[config.mk]
export PLATFORM = sky130hd
export DESIGN_NAME = transceiver_main_iface_ctrl
export DESIGN_NICKNAME = d
export VERILOG_FILES = /design/src/inc/xcvr_ctrl_pkg.sv /design/src/verilog/transceiver_main_iface_ctrl.sv
export SDC_FILE = /design/constraint.sdc
export NUM_CORES = 1
export LEC_CHECK = 0
export ABC_AREA = 0
export BUFFER_PORTS_ARGS = -buffer_cell sky130_fd_sc_hd__buf_2
export CAP_MARGIN = 20
export CORE_AREA = 2 2 87 89
export DETAILED_ROUTE_END_ITERATION = 16
export DIE_AREA = 0 0 89 91
export GPL_ROUTABILITY_DRIVEN = 1
export HOLD_SLACK_MARGIN = 0.12
export PLACE_DENSITY = 0.8
export SYNTH_ARGS = -nofsm -noshare
export SYNTH_HDL_FRONTEND = slang
export SYNTH_SLANG_ARGS = --single-unit
[constraint.sdc]
create_clock -name clk_i -period 2.4 [get_ports clk_i]
set_input_delay 0 -clock clk_i [delete_from_list [all_inputs] [get_ports clk_i]]
set_output_delay 0 -clock clk_i [all_outputs]
set_load 0.005 [all_outputs]
[src/inc/xcvr_ctrl_pkg.sv]
// constants and carrier types for the transceiver main/interface control block
package xcvr_ctrl_pkg;
  localparam logic [6:0] MAIN_ADDR = 7'h00;
  localparam logic [6:0] IFACE_ADDR = 7'h01;
  localparam logic [7:0] MAIN_RST = 8'h01;
  localparam logic [7:0] IFACE_RST = 8'h00;
  // main register fields
  localparam int DIR_BIT = 7;
  localparam int BANK_BIT = 6;
  localparam int SCHEME_HI = 5;
  localparam int SCHEME_LO = 4;
  localparam int SYNTH_BIT = 3;
  localparam int XTAL_BIT = 2;
  localparam int BIAS_BIT = 1;
  localparam int SRST_BIT = 0;
  localparam int CAL_HI = 3;
  localparam int CAL_LO = 2;
  localparam int SLEEP_BIT = 1;
  // interface register fields
  localparam int BYPASS_BIT = 7;
  localparam int SPLIT_BIT = 6;
  localparam int LOCK_GATE_BIT = 5;
  localparam int CS_GATE_BIT = 4;
  localparam int AMP_CTRL_BIT = 3;
  localparam int LNA_CTRL_BIT = 2;
  localparam int AMP_POL_BIT = 1;
  localparam int LNA_POL_BIT = 0;
  localparam int TEST_OFF_BIT = 3;
  // power-down schemes
  localparam logic [1:0] SCHEME_SPLIT = 2'h0;
  localparam logic [1:0] SCHEME_BOTH = 2'h1;
  localparam logic [1:0] SCHEME_MODULE = 2'h2;
  localparam logic [1:0] SCHEME_SEQ = 2'h3;
  // calibration policies and spans
  localparam logic [1:0] CAL_NEVER = 2'h0;
  localparam logic [1:0] CAL_ALWAYS = 2'h1;
  localparam logic [1:0] CAL_MID = 2'h2;
  localparam logic [1:0] CAL_LONG = 2'h3;
  localparam logic [7:0] CAL_SPAN_MID = 8'h10;
  localparam logic [7:0] CAL_SPAN_LONG = 8'hfa;
  localparam logic [2:0] TEST_SEL_IDLE = 3'h1;
  // serial frame
  localparam logic [4:0] HDR_BITS = 5'h08;
  localparam logic [4:0] FRAME_BITS = 5'h10;
  localparam int SYNC_W = 4;

  typedef struct packed {
    logic cfg_clk;
    logic cfg_data;
    logic cfg_sel_n;
    logic data_io;
  } pin_in_t;

  typedef struct packed {
    logic rx_data;
    logic sync_mode;
    logic pll_lock;
    logic carrier_sense;
    logic pa_on;
    logic lna_on;
    logic filter_test_enable;
    logic analog_test_enable;
    logic chip_select_start_opt;
    logic data_clock;
    logic seq_end;
    logic rx_off_req;
    logic amp_off_req;
  } core_in_t;

  typedef struct packed {
    logic rx_chain_off;
    logic amp_off;
    logic synth_off;
    logic crystal_core_off;
    logic bias_gen_off;
    logic crystal_buf_off;
  } power_t;

  typedef enum logic [1:0] {FR_IDLE, FR_HEADER, FR_DATA} frame_t;
endpackage : xcvr_ctrl_pkg

[src/verilog/transceiver_main_iface_ctrl.sv]
// main control and pin interface registers with serial configuration port
`timescale 1ns/100ps
`default_nettype none
module transceiver_main_iface_ctrl
  import xcvr_ctrl_pkg::*;
(
  input wire logic clk_i, // 100 MHz core clock
  input wire logic rst_i, // synchronous reset, active high
  input wire pin_in_t pins_i, // raw pins from outside the clock domain
  input wire core_in_t core_i, // status from on-chip logic
  output logic cfg_dout_o, // serial read data pin
  output logic data_io_o, // data pin output value
  output logic data_io_oe_o, // data pin output enable
  output logic data_clock_pin_o, // data clock pin
  output logic lock_pin_o, // lock status pin
  output logic amp_enable_pin_o, // external amplifier enable pin
  output logic low_noise_enable_pin_o, // external low-noise enable pin
  output logic direction_select_o, // 0 receive, 1 transmit
  output logic bank_select_o, // 0 bank A, 1 bank B
  output power_t power_o, // power-down controls
  output logic crystal_bypass_o, // external clock in use
  output logic soft_reset_o, // defaults forced into interface register
  output logic seq_start_o, // pulse: start power-up sequence
  output logic seq_sleep_o, // pulse: enter power-down, wait for start
  output logic calib_request_o, // pulse: calibrate at end of sequence
  output logic test_module_off_o, // analog test module off
  output logic [2:0] test_select_o, // analog test module select
  output logic [7:0] main_o, // main control register
  output logic [7:0] iface_o // pin interface register
);

  //////////////////////////////////////////////////////////////////////////////
  // pin synchronisers: three flops, a change counts when stages two and three agree
  logic [SYNC_W-1:0] pin_raw;
  logic [SYNC_W-1:0] sync1_r;
  logic [SYNC_W-1:0] sync2_r;
  logic [SYNC_W-1:0] sync3_r;
  logic [SYNC_W-1:0] filt_r;
  logic [SYNC_W-1:0] filt_old_r;

  assign pin_raw = pins_i;

  genvar gi;
  generate
    for (gi = 0; gi < SYNC_W; gi++) begin : g_sync
      always_ff @(posedge clk_i) begin
        if (rst_i) begin
          sync1_r[gi] <= 1'b1;
          sync2_r[gi] <= 1'b1;
          sync3_r[gi] <= 1'b1;
          filt_r[gi] <= 1'b1;
          filt_old_r[gi] <= 1'b1;
        end else begin
          sync1_r[gi] <= pin_raw[gi];
          sync2_r[gi] <= sync1_r[gi];
          sync3_r[gi] <= sync2_r[gi];
          if (sync2_r[gi] == sync3_r[gi]) begin
            filt_r[gi] <= sync3_r[gi];
          end
          filt_old_r[gi] <= filt_r[gi];
        end
      end
    end
  endgenerate

  pin_in_t cur_w;
  pin_in_t old_w;
  assign cur_w = filt_r;
  assign old_w = filt_old_r;

  wire sclk_rise = cur_w.cfg_clk & ~old_w.cfg_clk;
  wire sclk_fall = ~cur_w.cfg_clk & old_w.cfg_clk;
  wire sel_fall = ~cur_w.cfg_sel_n & old_w.cfg_sel_n;
  wire dio_fall = ~cur_w.data_io & old_w.data_io;
  wire selected = ~cur_w.cfg_sel_n;

  //////////////////////////////////////////////////////////////////////////////
  // serial frame: 7 address bits, write flag, 8 data bits, msb first
  frame_t frame_r;
  frame_t frame_nxt;
  logic [4:0] bit_cnt_r;
  logic [15:0] shift_r;
  logic [7:0] rd_shift_r;
  logic cfg_dout_r;

  wire [15:0] shift_in = {shift_r[14:0], cur_w.cfg_data};
  wire [4:0] bit_cnt_inc = bit_cnt_r + 5'h01;
  wire hdr_done = (frame_r == FR_HEADER) && sclk_rise && (bit_cnt_inc == HDR_BITS);
  wire byte_done = (frame_r == FR_DATA) && sclk_rise && (bit_cnt_inc == FRAME_BITS);
  wire [6:0] hdr_addr = shift_in[7:1];
  wire hdr_write = shift_in[0];
  wire [6:0] frm_addr = shift_r[14:8];
  wire frm_write = shift_r[7];
  wire [7:0] frm_data = shift_in[7:0];
  wire wr_main = byte_done && frm_write && (frm_addr == MAIN_ADDR);
  wire wr_iface = byte_done && frm_write && (frm_addr == IFACE_ADDR);

  // unmapped addresses read as zero
  wire [7:0] rd_value = (hdr_addr == MAIN_ADDR) ? main_o :
                        (hdr_addr == IFACE_ADDR) ? iface_o : 8'h00;

  always_comb begin
    frame_nxt = frame_r;
    unique case (frame_r)
      FR_IDLE: begin
        if (selected) begin
          frame_nxt = FR_HEADER;
        end
      end
      FR_HEADER: begin
        if (!selected) begin
          frame_nxt = FR_IDLE;
        end else if (hdr_done) begin
          frame_nxt = FR_DATA;
        end
      end
      FR_DATA: begin
        if (!selected || byte_done) begin
          frame_nxt = FR_IDLE;
        end
      end
    endcase
  end

  always_ff @(posedge clk_i) begin
    if (rst_i) begin
      frame_r <= FR_IDLE;
      bit_cnt_r <= 5'h00;
      shift_r <= 16'h0000;
    end else begin
      frame_r <= frame_nxt;
      if (frame_r == FR_IDLE) begin
        bit_cnt_r <= 5'h00;
      end else if (sclk_rise) begin
        bit_cnt_r <= bit_cnt_inc;
        shift_r <= shift_in;
      end
    end
  end

  always_ff @(posedge clk_i) begin
    if (rst_i) begin
      rd_shift_r <= 8'h00;
      cfg_dout_r <= 1'b0;
    end else if (hdr_done) begin
      rd_shift_r <= hdr_write ? 8'h00 : rd_value;
    end else if ((frame_r == FR_DATA) && sclk_fall) begin
      cfg_dout_r <= rd_shift_r[7];
      rd_shift_r <= {rd_shift_r[6:0], 1'b0};
    end
  end

  //////////////////////////////////////////////////////////////////////////////
  // registers
  logic [7:0] main_r;
  logic [7:0] iface_r;
  logic sleep_old_r;

  always_ff @(posedge clk_i) begin
    if (rst_i) begin
      main_r <= MAIN_RST;
      iface_r <= IFACE_RST;
    end else begin
      if (wr_main) begin
        main_r <= frm_data;
      end
      if (!main_r[SRST_BIT]) begin
        iface_r <= IFACE_RST;
      end else if (wr_iface) begin
        iface_r <= frm_data;
      end
    end
  end

  //////////////////////////////////////////////////////////////////////////////
  // decode of register fields
  wire [1:0] scheme = main_r[SCHEME_HI:SCHEME_LO];
  wire is_tx = main_r[DIR_BIT];
  // sequencing relies on the host holding receive direction
  wire seq_mode = (scheme == SCHEME_SEQ) && !is_tx;
  wire [1:0] cal_policy = main_r[CAL_HI:CAL_LO];
  wire split = iface_r[SPLIT_BIT];
  wire bypass = iface_r[BYPASS_BIT];
  wire test_on = core_i.filter_test_enable | core_i.analog_test_enable;

  wire rx_off_w = (scheme == SCHEME_SPLIT) ? is_tx :
                  (scheme == SCHEME_BOTH) ? 1'b1 : core_i.rx_off_req;
  wire amp_off_w = (scheme == SCHEME_SPLIT) ? !is_tx :
                   (scheme == SCHEME_BOTH) ? 1'b1 : core_i.amp_off_req;
  // in sequencing layout bits 3:1 are policy and sleep, not power-down
  wire synth_off_w = !seq_mode && main_r[SYNTH_BIT];
  wire xtal_off_w = (!seq_mode && main_r[XTAL_BIT]) || bypass;
  wire bias_off_w = !seq_mode && main_r[BIAS_BIT];
  power_t power_nxt;
  assign power_nxt = '{rx_chain_off: rx_off_w, amp_off: amp_off_w,
                       synth_off: synth_off_w, crystal_core_off: xtal_off_w,
                       bias_gen_off: bias_off_w, crystal_buf_off: bias_off_w};

  wire sleep_nxt = seq_mode && main_r[SLEEP_BIT] && !sleep_old_r;
  wire start_src = core_i.chip_select_start_opt ? sel_fall : (split && dio_fall);
  wire start_nxt = (scheme == SCHEME_SEQ) && start_src;

  // data pin arrangement
  wire dio_oe_nxt = !split && !is_tx;
  wire lock_pin_nxt = (split && core_i.sync_mode) ? core_i.rx_data : core_i.pll_lock;
  // clock gating
  wire gate_lock = iface_r[LOCK_GATE_BIT] && (scheme == SCHEME_BOTH) && !core_i.pll_lock;
  wire gate_cs = iface_r[CS_GATE_BIT] && !core_i.carrier_sense;
  wire data_clock_pin_sync = (gate_lock || gate_cs) ? 1'b1 : core_i.data_clock;
  wire data_clock_pin_nxt = core_i.sync_mode ? data_clock_pin_sync : (split ? core_i.rx_data : core_i.data_clock);

  // external amplifier pins
  wire amp_pol = iface_r[AMP_POL_BIT];
  wire lna_pol = iface_r[LNA_POL_BIT];
  wire amp_pin_nxt = iface_r[AMP_CTRL_BIT] ? (core_i.pa_on ? amp_pol : !amp_pol) : amp_pol;
  wire lna_pin_nxt = iface_r[LNA_CTRL_BIT] ? (core_i.lna_on ? lna_pol : !lna_pol) : lna_pol;

  // test module
  wire test_off_nxt = test_on ? iface_r[TEST_OFF_BIT] : 1'b1;
  wire [2:0] test_sel_nxt = test_on ? iface_r[2:0] : TEST_SEL_IDLE;

  //////////////////////////////////////////////////////////////////////////////
  // calibration span counter
  logic [7:0] seq_cnt_r;
  wire [7:0] seq_cnt_inc = seq_cnt_r + 8'h01;
  wire [7:0] cal_span = (cal_policy == CAL_MID) ? CAL_SPAN_MID : CAL_SPAN_LONG;
  wire span_hit = (seq_cnt_inc == cal_span);
  wire seq_end = seq_mode && core_i.seq_end;
  wire cal_nxt = seq_end && ((cal_policy == CAL_ALWAYS) ||
                 (((cal_policy == CAL_MID) || (cal_policy == CAL_LONG)) && span_hit));

  always_ff @(posedge clk_i) begin
    if (rst_i) begin
      seq_cnt_r <= 8'h00;
      sleep_old_r <= 1'b0;
    end else begin
      sleep_old_r <= seq_mode && main_r[SLEEP_BIT];
      if (!seq_mode || cal_policy == CAL_NEVER) begin
        seq_cnt_r <= 8'h00;
      end else if (seq_end) begin
        seq_cnt_r <= span_hit ? 8'h00 : seq_cnt_inc;
      end
    end
  end

  //////////////////////////////////////////////////////////////////////////////
  // output flops
  always_ff @(posedge clk_i) begin
    if (rst_i) begin
      data_io_o <= 1'b0;
      data_io_oe_o <= 1'b0;
      data_clock_pin_o <= 1'b1;
      lock_pin_o <= 1'b0;
      amp_enable_pin_o <= 1'b0;
      low_noise_enable_pin_o <= 1'b0;
      direction_select_o <= 1'b0;
      bank_select_o <= 1'b0;
      power_o <= '0;
      crystal_bypass_o <= 1'b0;
      soft_reset_o <= 1'b0;
      seq_start_o <= 1'b0;
      seq_sleep_o <= 1'b0;
      calib_request_o <= 1'b0;
      test_module_off_o <= 1'b1;
      test_select_o <= TEST_SEL_IDLE;
    end else begin
      data_io_o <= core_i.rx_data;
      data_io_oe_o <= dio_oe_nxt;
      data_clock_pin_o <= data_clock_pin_nxt;
      lock_pin_o <= lock_pin_nxt;
      amp_enable_pin_o <= amp_pin_nxt;
      low_noise_enable_pin_o <= lna_pin_nxt;
      direction_select_o <= main_r[DIR_BIT];
      bank_select_o <= main_r[BANK_BIT];
      power_o <= power_nxt;
      crystal_bypass_o <= bypass;
      soft_reset_o <= !main_r[SRST_BIT];
      seq_start_o <= start_nxt;
      seq_sleep_o <= sleep_nxt;
      calib_request_o <= cal_nxt;
      test_module_off_o <= test_off_nxt;
      test_select_o <= test_sel_nxt;
    end
  end

  assign cfg_dout_o = cfg_dout_r;
  assign main_o = main_r;
  assign iface_o = iface_r;
endmodule : transceiver_main_iface_ctrl
`default_nettype wire

=== Word-level counts from Yosys, hierarchy flattened ===
Cells that the tools add are included.

* Logic and storage cells: 159
* Register bits: 97
* Output and inout bits: 40
* Bits of input ports: 19

* Multiplexer cells: 25
* Bitwise logic cells: 13
* Add/sub/neg operators: 2
* Reduce and logical (&&, ||, !) cells: 52
* Eq/ne operators: 19

{| class="wikitable"
|+ Operators by type and width
! operator !! count
|-
| 8-bit 2-to-1 mux || 7
|-
| 1-bit logical AND || 24
|-
| 7-bit by 1-bit equality test with 1-bit output, second input constant || 2
|-
| 7-bit zero test || 2
|-
| 1-bit 2-to-1 mux || 13
|-
| 1-bit zero test || 9
|-
| 8-bit by 1-bit adder with 8-bit output, second input constant || 1
|-
| 2-bit equality test, second input constant || 4
|-
| 8-bit equality test || 1
|-
| 2-bit 2-to-1 mux || 4
|-
| 1-bit NOT || 8
|-
| 2-bit OR reduction || 4
|-
| 2-bit by 1-bit equality test with 1-bit output, second input constant || 3
|-
| 2-bit zero test || 3
|-
| 1-bit logical OR || 6
|-
| 2-bit case mux with 3 select lines || 1
|-
| 5-bit by 1-bit adder with 5-bit output, second input constant || 1
|-
| 5-bit by 4-bit equality test with 1-bit output, second input constant || 1
|-
| 5-bit equality test, second input constant || 1
|-
| 1-bit bitwise AND || 4
|-
| 1-bit equality test || 4
|-
| 2-bit AND reduction || 2
|-
| 3-bit inequality test, second input constant || 1
|-
| 3-bit AND reduction || 1
|-
| other kinds (4) || 4
|}

=== Logic depth before layout (Yosys ltp) ===
Gate-level depths: netlist of the first run.

* Word-level depth: 7
* Mapped depth: 8
* Mapped depth without buffers: 7

=== Worst setup path after synthesis of the first run ===
OpenSTA, ideal clock, no wires.

* Path kind: reg2reg
* From: register bit_cnt_r[0]
* To: register main_r[0] (netlist: main_o[0])
* Arrival: 1.785 ns
* Setup time: 0.120 ns
* Stages on the path, launching flop included: 7
* Data required time: 2.280 ns
* Clock period less this slack: 1.904 ns
* Path buffers: 0
* Path slack: 0.496 ns
* Cells stage by stage: dfxtp_1 > ha_1 > nand3_1 > xor2_1 > nor4_4 > nor2b_1 > a211o_1

* Cells in the longest elaborated chain, start to end: 5

{| class="wikitable"
|+ RTL lines
! what !! line !! source
|-
| start: declaration || transceiver_main_iface_ctrl.sv:81 || <nowiki>logic [4:0] bit_cnt_r;</nowiki>
|-
| start signal: assignment || transceiver_main_iface_ctrl.sv:135 || <nowiki>bit_cnt_r <= bit_cnt_inc;</nowiki>
|-
| 5-bit by 1-bit adder with 5-bit output || transceiver_main_iface_ctrl.sv:87 || <nowiki>wire [4:0] bit_cnt_inc = bit_cnt_r + 5'h01;</nowiki>
|-
| 5-bit equality test || transceiver_main_iface_ctrl.sv:89 || <nowiki>wire byte_done = (frame_r == FR_DATA) && sclk_rise && (bit_cnt_inc == FRAME_BITS);</nowiki>
|-
| 1-bit logical AND || transceiver_main_iface_ctrl.sv:89 ||
|-
| 1-bit logical AND (2 in a row) || transceiver_main_iface_ctrl.sv:95 || <nowiki>wire wr_main = byte_done && frm_write && (frm_addr == MAIN_ADDR);</nowiki>
|-
| end signal: assignment || transceiver_main_iface_ctrl.sv:165 || <nowiki>main_r <= frm_data;</nowiki>
|-
| end: declaration || transceiver_main_iface_ctrl.sv:155 || <nowiki>logic [7:0] main_r;</nowiki>
|}

Every way passes these cells.
A chain may end at the register's enable or synchronous reset.

=== Final worst setup path of the first run ===
* From: register bit_cnt_r[0]
* To: register iface_r[3] (netlist: iface_o[3])

* Cells in the longest elaborated chain, start to end: 5

{| class="wikitable"
|+ RTL lines
! what !! line !! source
|-
| 5-bit by 1-bit adder with 5-bit output || transceiver_main_iface_ctrl.sv:87 ||
|-
| 5-bit equality test || transceiver_main_iface_ctrl.sv:89 ||
|-
| 1-bit logical AND || transceiver_main_iface_ctrl.sv:89 ||
|-
| 1-bit logical AND (2 in a row) || transceiver_main_iface_ctrl.sv:96 || <nowiki>wire wr_iface = byte_done && frm_write && (frm_addr == IFACE_ADDR);</nowiki>
|-
| end signal: assignment || transceiver_main_iface_ctrl.sv:170 || <nowiki>iface_r <= frm_data;</nowiki>
|-
| end: declaration || transceiver_main_iface_ctrl.sv:156 || <nowiki>logic [7:0] iface_r;</nowiki>
|}

Every way passes these cells.

==> results_dict.tcl, run 1 <==
set metrics [dict create \
    status "completed" \
    rsz0062_at_grt "false" \
    slew_headroom 0.549 \
    hold_violations 0 \
    ys_ff_latch 97 \
    synthTopCellsByArea "dfxtp_1 50%, nand2_1 5.9%, mux2i_1 4.1%" \
    grt_max_degree 44 \
    pin_count 59 \
    async_flop_share 0 \
    syn_inst 431 \
    syn_avg_cell_area_um2 9.07 \
    cp_slowest_cell "or4_1" \
    cp_cell_sequence "ha_1 > nand3_1 > xor2_2 > or4_1 > mux2i_1 > nor2_1" \
    ys_types 51 \
    p_total_uw 3130 \
    clk_pin_slew_worst_paths_ns 0.10 \
    clock_skew_ns 0.0145 \
    grt_overflow 0 \
    fmax_ghz 0.453 \
    final.period_utilization 0.920 \
    synthMostInstantiatedCell "dfxtp_1" \
    fp.coreArea_um2 7140 \
    syn-num-nets 456 \
    multiInputGateArea_um2 1840 \
    cts_setup_buffers 0 \
    start_util 0.548 \
    drt-total-wl_mm 8.45 \
    crit_family "simple AND/OR/NAND/NOR gates" \
    yosysTopAreaCell "dfxtp_1" \
    ys.flop_type "dfxtp_1" \
    antenna_found_initial 0 \
    vias 3233 \
    worst_pin_slew_ns 0.677 \
    synth_top_area_share 0.497 \
    fin_crit_ns 2.21 \
    cts_buffers 9 \
    cts_tree "yes" \
    post_drt_wl_per_cell_um 14.0 \
    die_y_um 91 \
    synth_seq_area_share 0.497 \
    register_area_um2 1940 \
    cp.required_ns 2.63 \
    port_buffers 58 \
    nets 526 \
    track_usage 0.214 \
    critPathKind "reg -> reg" \
    grt_pass1_wl_mm 13.7 \
    grt_pass1_vias 3040 \
    peakVddDrop_uv 313 \
    netlist_area_um2 3910 \
    critPathLaunchType "flop" \
    fillers 593 \
    place_congestion 0.905 \
    synth_edf_count 0 \
    rows 31 \
    clock-root-buffer "clkbuf_8" \
    drv_slew 0 \
    synthTopCellsByCount "97 x dfxtp_1, 61 x nand2_1, 40 x nor2_1, 29 x a21oi_1, 17 x or2_2" \
    clock-sinks 97 \
    cp-end-kind "flop" \
    critPathBufInv 0 \
    min_path_type "in -> reg" \
    first_iter_violations 166 \
    cp_slowest_stage_delay_ns 0.74 \
    antenna_cells 0 \
    setup_viol 0 \
    cts_htree_levels 3 \
    routed_via_density 5.34 \
    detailed_place_hpwl_mm 5.66 \
    synth_warnings 0 \
    clockBufferDepth 2 \
    arrival_ns 2.44 \
    worstSkewPairLatency_ns 0.36 \
    path_max_fanout 8 \
    die_x_um 89 \
    ant_nets 0 \
    drcViolationCount 0 \
    drt_first_pass_iters 5 \
    leakagePower_uw 0.00190 \
    power_density_nw_per_um2 662 \
    final_layout_size_suffix_gt1_frac 0.223 \
    setup_tns_ns 0 \
    max_cap_violations 0 \
    area_growth_pct 20.9 \
    die_area_um2 8100 \
]
[power by group]
part           switching [µW]  internal, µW
clock                     569           810
combinational            58.3          58.1
sequential               6.00          1630
[registers in the layout, indices dropped and copies added (netlist names), 2 cells and up]
name and count:
test_select_o 3, cur_w 3, main_o 8, power_o 5
sync3_r 4, filt_old_r 3, iface_o 8, frame_r 2
sync2_r 4, bit_cnt_r 5, seq_cnt_r 8, shift_r 15
sync1_r 4, rd_shift_r 8
[routing by layer]
layer / GRT usage / wire length (µm) / up-vias
met1: 0.265 / 3750 / 1520
li1: - / - / 1604
met5: 0 / 0 / -
met3: 0.0336 / 343 / 15
met2: 0.366 / 4160 / 94
met4: 0.0871 / 198 / 0
[placed cells by master (no fill, tap or decap), drive strengths merged, types with 2 or more instances in the layout]
master	count
dfxtp	97
buf	64
nand2	61
nor2	41
a21oi	29
dlygate4sd3	18
or2	17
nand3	17
mux2i	16
nor3	15
nor2b	11
xnor2	11
a31oi	10
inv	10
clkbuf	9
mux2	8
ha	6
nand2b	5
and2	5
xor2	5
o21ai	4
or3	4
o21bai	4
bufinv	4
nor4	4
a211oi	3
nor3b	3
o22ai	3
nand4	3
a32oi	2
a211o	2
[through the flow]
step	worst slack (ns)	std cells	hold slack, ns	cell area [µm²]	util
after floorplan	0.496	431	0.0832	3910	-
after global placement	0.277	571	0.186	4260	0.597
after detailed placement	0.145	571	0.189	4260	0.597
after CTS	0.161	605	0.145	4720	0.661
after global routing	0.0410	605	0.177	4720	0.662
final	0.193	605	0.144	4720	0.662
[final cells by class]
cell class                 count  area share
sequential                    97       0.411
multi-input combinational    303       0.390
timing repair buffer          82       0.109
clock inverter                 7      0.0315
clock buffer                   9      0.0262
tap                           99      0.0262
inverter                       8     0.00636
[logic make-up (layout without fill, tap and decap cells)]
group,Yosys count,count (layout),share of synthesized area
simple gates,194,194,0.249
mux,24,24,0.0640
buf+inv,31,106,0.0339
xor+xnor,16,16,0.0378
compound gates,63,63,0.0989
fa+ha+maj,6,6,0.0192
flops,97,97,0.497
[what timing repair did]
item                       4_1_cts  5_1_grt
hold buffers                    18        0
hold endpoints to repair        24        0
resized for setup                0        1
setup endpoints to repair        0        7
[worst paths after layout]
path	start	endpoint	cells after the start	slack, ns
max	bit_cnt_r[0]	iface_o[3]	6	0.19
min	rst_i	soft_reset_o	2	0.14
max reg2reg	bit_cnt_r[0]	iface_o[3]	6	0.19
min reg2reg	sleep_old_r	seq_sleep_o	1	0.41
Power figures use the tool's default switching activity.
==> run 2, diff against run 1 <==
CORE_AREA = 2 2 118 120   (was 2 2 87 89)
DIE_AREA = 0 0 120 122   (was 0 0 89 91)
PLACE_DENSITY = 0.5   (was 0.8)
REMOVE_ABC_BUFFERS = 1   (was not set)
SLEW_MARGIN = 20   (was not set)
==> results_dict.tcl, run 2 (synthesis results as in run 1) <==
set metrics [dict create \
    routed.top_layer "met4" \
    status "completed" \
    area_growth_pct 25.3 \
    track_usage 0.127 \
    worstSkewPairLatency_ns 0.35 \
    grt_overflow 0 \
    rsz0062_at_grt "false" \
    largest_reg_flops 15 \
    worst_pin_slew_ns 0.557 \
    drv_slew 0 \
    r2r_end "iface_o[1]" \
    pin_count 59 \
    antenna_found_initial 0 \
    cp_slowest_stage_delay_ns 0.68 \
    post-place-ws_ns 0.260 \
    ff2ff_path_depth 7 \
    cts_buffers 9 \
    cp-end-kind "flop" \
    arrival_ns 2.37 \
    leakagePower_uw 0.00194 \
    critPathLaunchType "flop" \
    place_congestion 0.825 \
    antenna_cells 0 \
    drcViolationCount 0 \
    hold_violations 0 \
    die_y_um 122 \
    slew_headroom 0.629 \
    postLayoutCoreUtil 0.363 \
    rows 43 \
    min_to "sync1_r[1]" \
    cp_cell_sequence "inv_1 > ha_1 > and4bb_2 > nand3_2 > or4_1 > mux2i_1 > nor2_1" \
    cts_htree_levels 3 \
    layout_common_cells "97 x dfxtp_1, 61 x nand2_1, 58 x buf_2" \
    fin_crit_ns 2.14 \
    drt_first_pass_iters 6 \
    grt_pass1_wl_mm 14.7 \
    cp.required_ns 2.63 \
    grt_pass1_vias 2950 \
    nets 531 \
    detailed_place_hpwl_mm 6.09 \
    fp.coreArea_um2 13500 \
    critPathKind "reg -> reg" \
    port_buffers 58 \
    clk_pin_slew_worst_paths_ns 0.07 \
    die_area_um2 14600 \
    cp_slowest_cell "or4_1" \
    final.period_utilization 0.890 \
    crit_family "simple AND/OR/NAND/NOR gates" \
    min_path_type "in -> reg" \
    min_from "pins_i[1]" \
    start_util 0.289 \
    clock-root-buffer "clkbuf_16" \
    first_iter_violations 170 \
    ant_nets 0 \
    grt_max_degree 47 \
    final_layout_size_suffix_gt1_frac 0.227 \
    routed_via_density 4.56 \
    r2r-start "frame_r[0]" \
    cts_setup_buffers 0 \
    fin_ws_ns 0.263 \
    peakVddDrop_uv 264 \
    regMostFlops "shift_r" \
    hold_path_depth 3 \
    fmax_ghz 0.468 \
    setup_tns_ns 0 \
    path_max_fanout 8 \
    clock-sinks 97 \
    vias 3154 \
    wl_met1_mm 4.25 \
    clockBufferDepth 2 \
    critPathBufInv 1 \
    die_x_um 120 \
    post_drt_wl_per_cell_um 12.9 \
    setup_viol 0 \
    max_cap_violations 0 \
    dr_wl_met3_um 288 \
    power_density_nw_per_um2 657 \
    r2r_slack_ns 0.26 \
    cts_tree "yes" \
    routed-wl-met2_mm 4.20 \
    layout.cells.most_common "dfxtp_1" \
    clock_skew_ns 0.00803 \
    fillers 1399 \
    drt-total-wl_mm 8.91 \
]
-- run 2: cell types whose count changed in the layout (fill, tap and decap cells not counted), sizes merged --
cell	before	now
clkinv	1	4
buf	64	67
dlygate4sd3	18	20
bufinv	4	1
clkbuf	9	11
inv	10	8
-- run 2: power breakdown --
part	internal [µW]	switching (µW)	total, µW
logic	61.0	58.3	119
clock network	861	605	1470
registers	1630	5.78	1630
-- run 2: final cells by class --
type,count,area [µm²],share of cell area
sequential,97,1940,0.397
clock inverter,5,53.8,0.0110
tap,180,225,0.0460
inverter,8,30.0,0.00613
timing repair buffer,87,558,0.114
clock buffer,11,253,0.0516
multi-input combinational,303,1840,0.375
-- run 2: through the flow --
step / hold WS (ns) / instances / total power [µW] / instance area [µm²]
after global routing: 0.370 / 691 / 3350 / 4900
after global placement: 0.185 / 655 / 1760 / 4390
after detailed placement: 0.187 / 655 / 1760 / 4390
after floorplan: 0.0667 / 408 / 1710 / 3800
after CTS: 0.352 / 691 / 3270 / 4890
final: 0.364 / 691 / 3220 / 4900
-- run 2: worst max-delay path by stage --
stage | start | to | slack [ns] | cells after the start
6_report | frame_r[0] | iface_o[1] | 0.26 | 7
5_1_grt | seq_cnt_r[0] | seq_cnt_r[3] | 0.09 | 7
4_1_cts | seq_cnt_r[0] | seq_cnt_r[4] | 0.25 | 7
3_5_place_dp | seq_cnt_r[0] | seq_cnt_r[4] | 0.26 | 7
3_3_place_gp | bit_cnt_r[0] | iface_o[5] | 0.31 | 6
2_1_floorplan | bit_cnt_r[0] | iface_o[0] | 0.45 | 7
-- run 2: metal layers --
| layer | global-route usage | vias up |
|---|---|---|
| li1 | - | 1617 |
| met1 | 0.160 | 1483 |
| met2 | 0.207 | 42 |
| met3 | 0.0272 | 12 |
| met4 | 0.0603 | 0 |
| met5 | 0 | - |
-- run 2: worst min-delay path: stages --
cell and delay, ns:
dlygate4sd3_1 0.51, buf_2 0.09, or2_2 0.08
-- run 2: what timing repair did --
item,CTS,global route
hold buffers,20,0
resized for setup,0,1
setup endpoints to repair,0,2
hold endpoints to repair,33,0
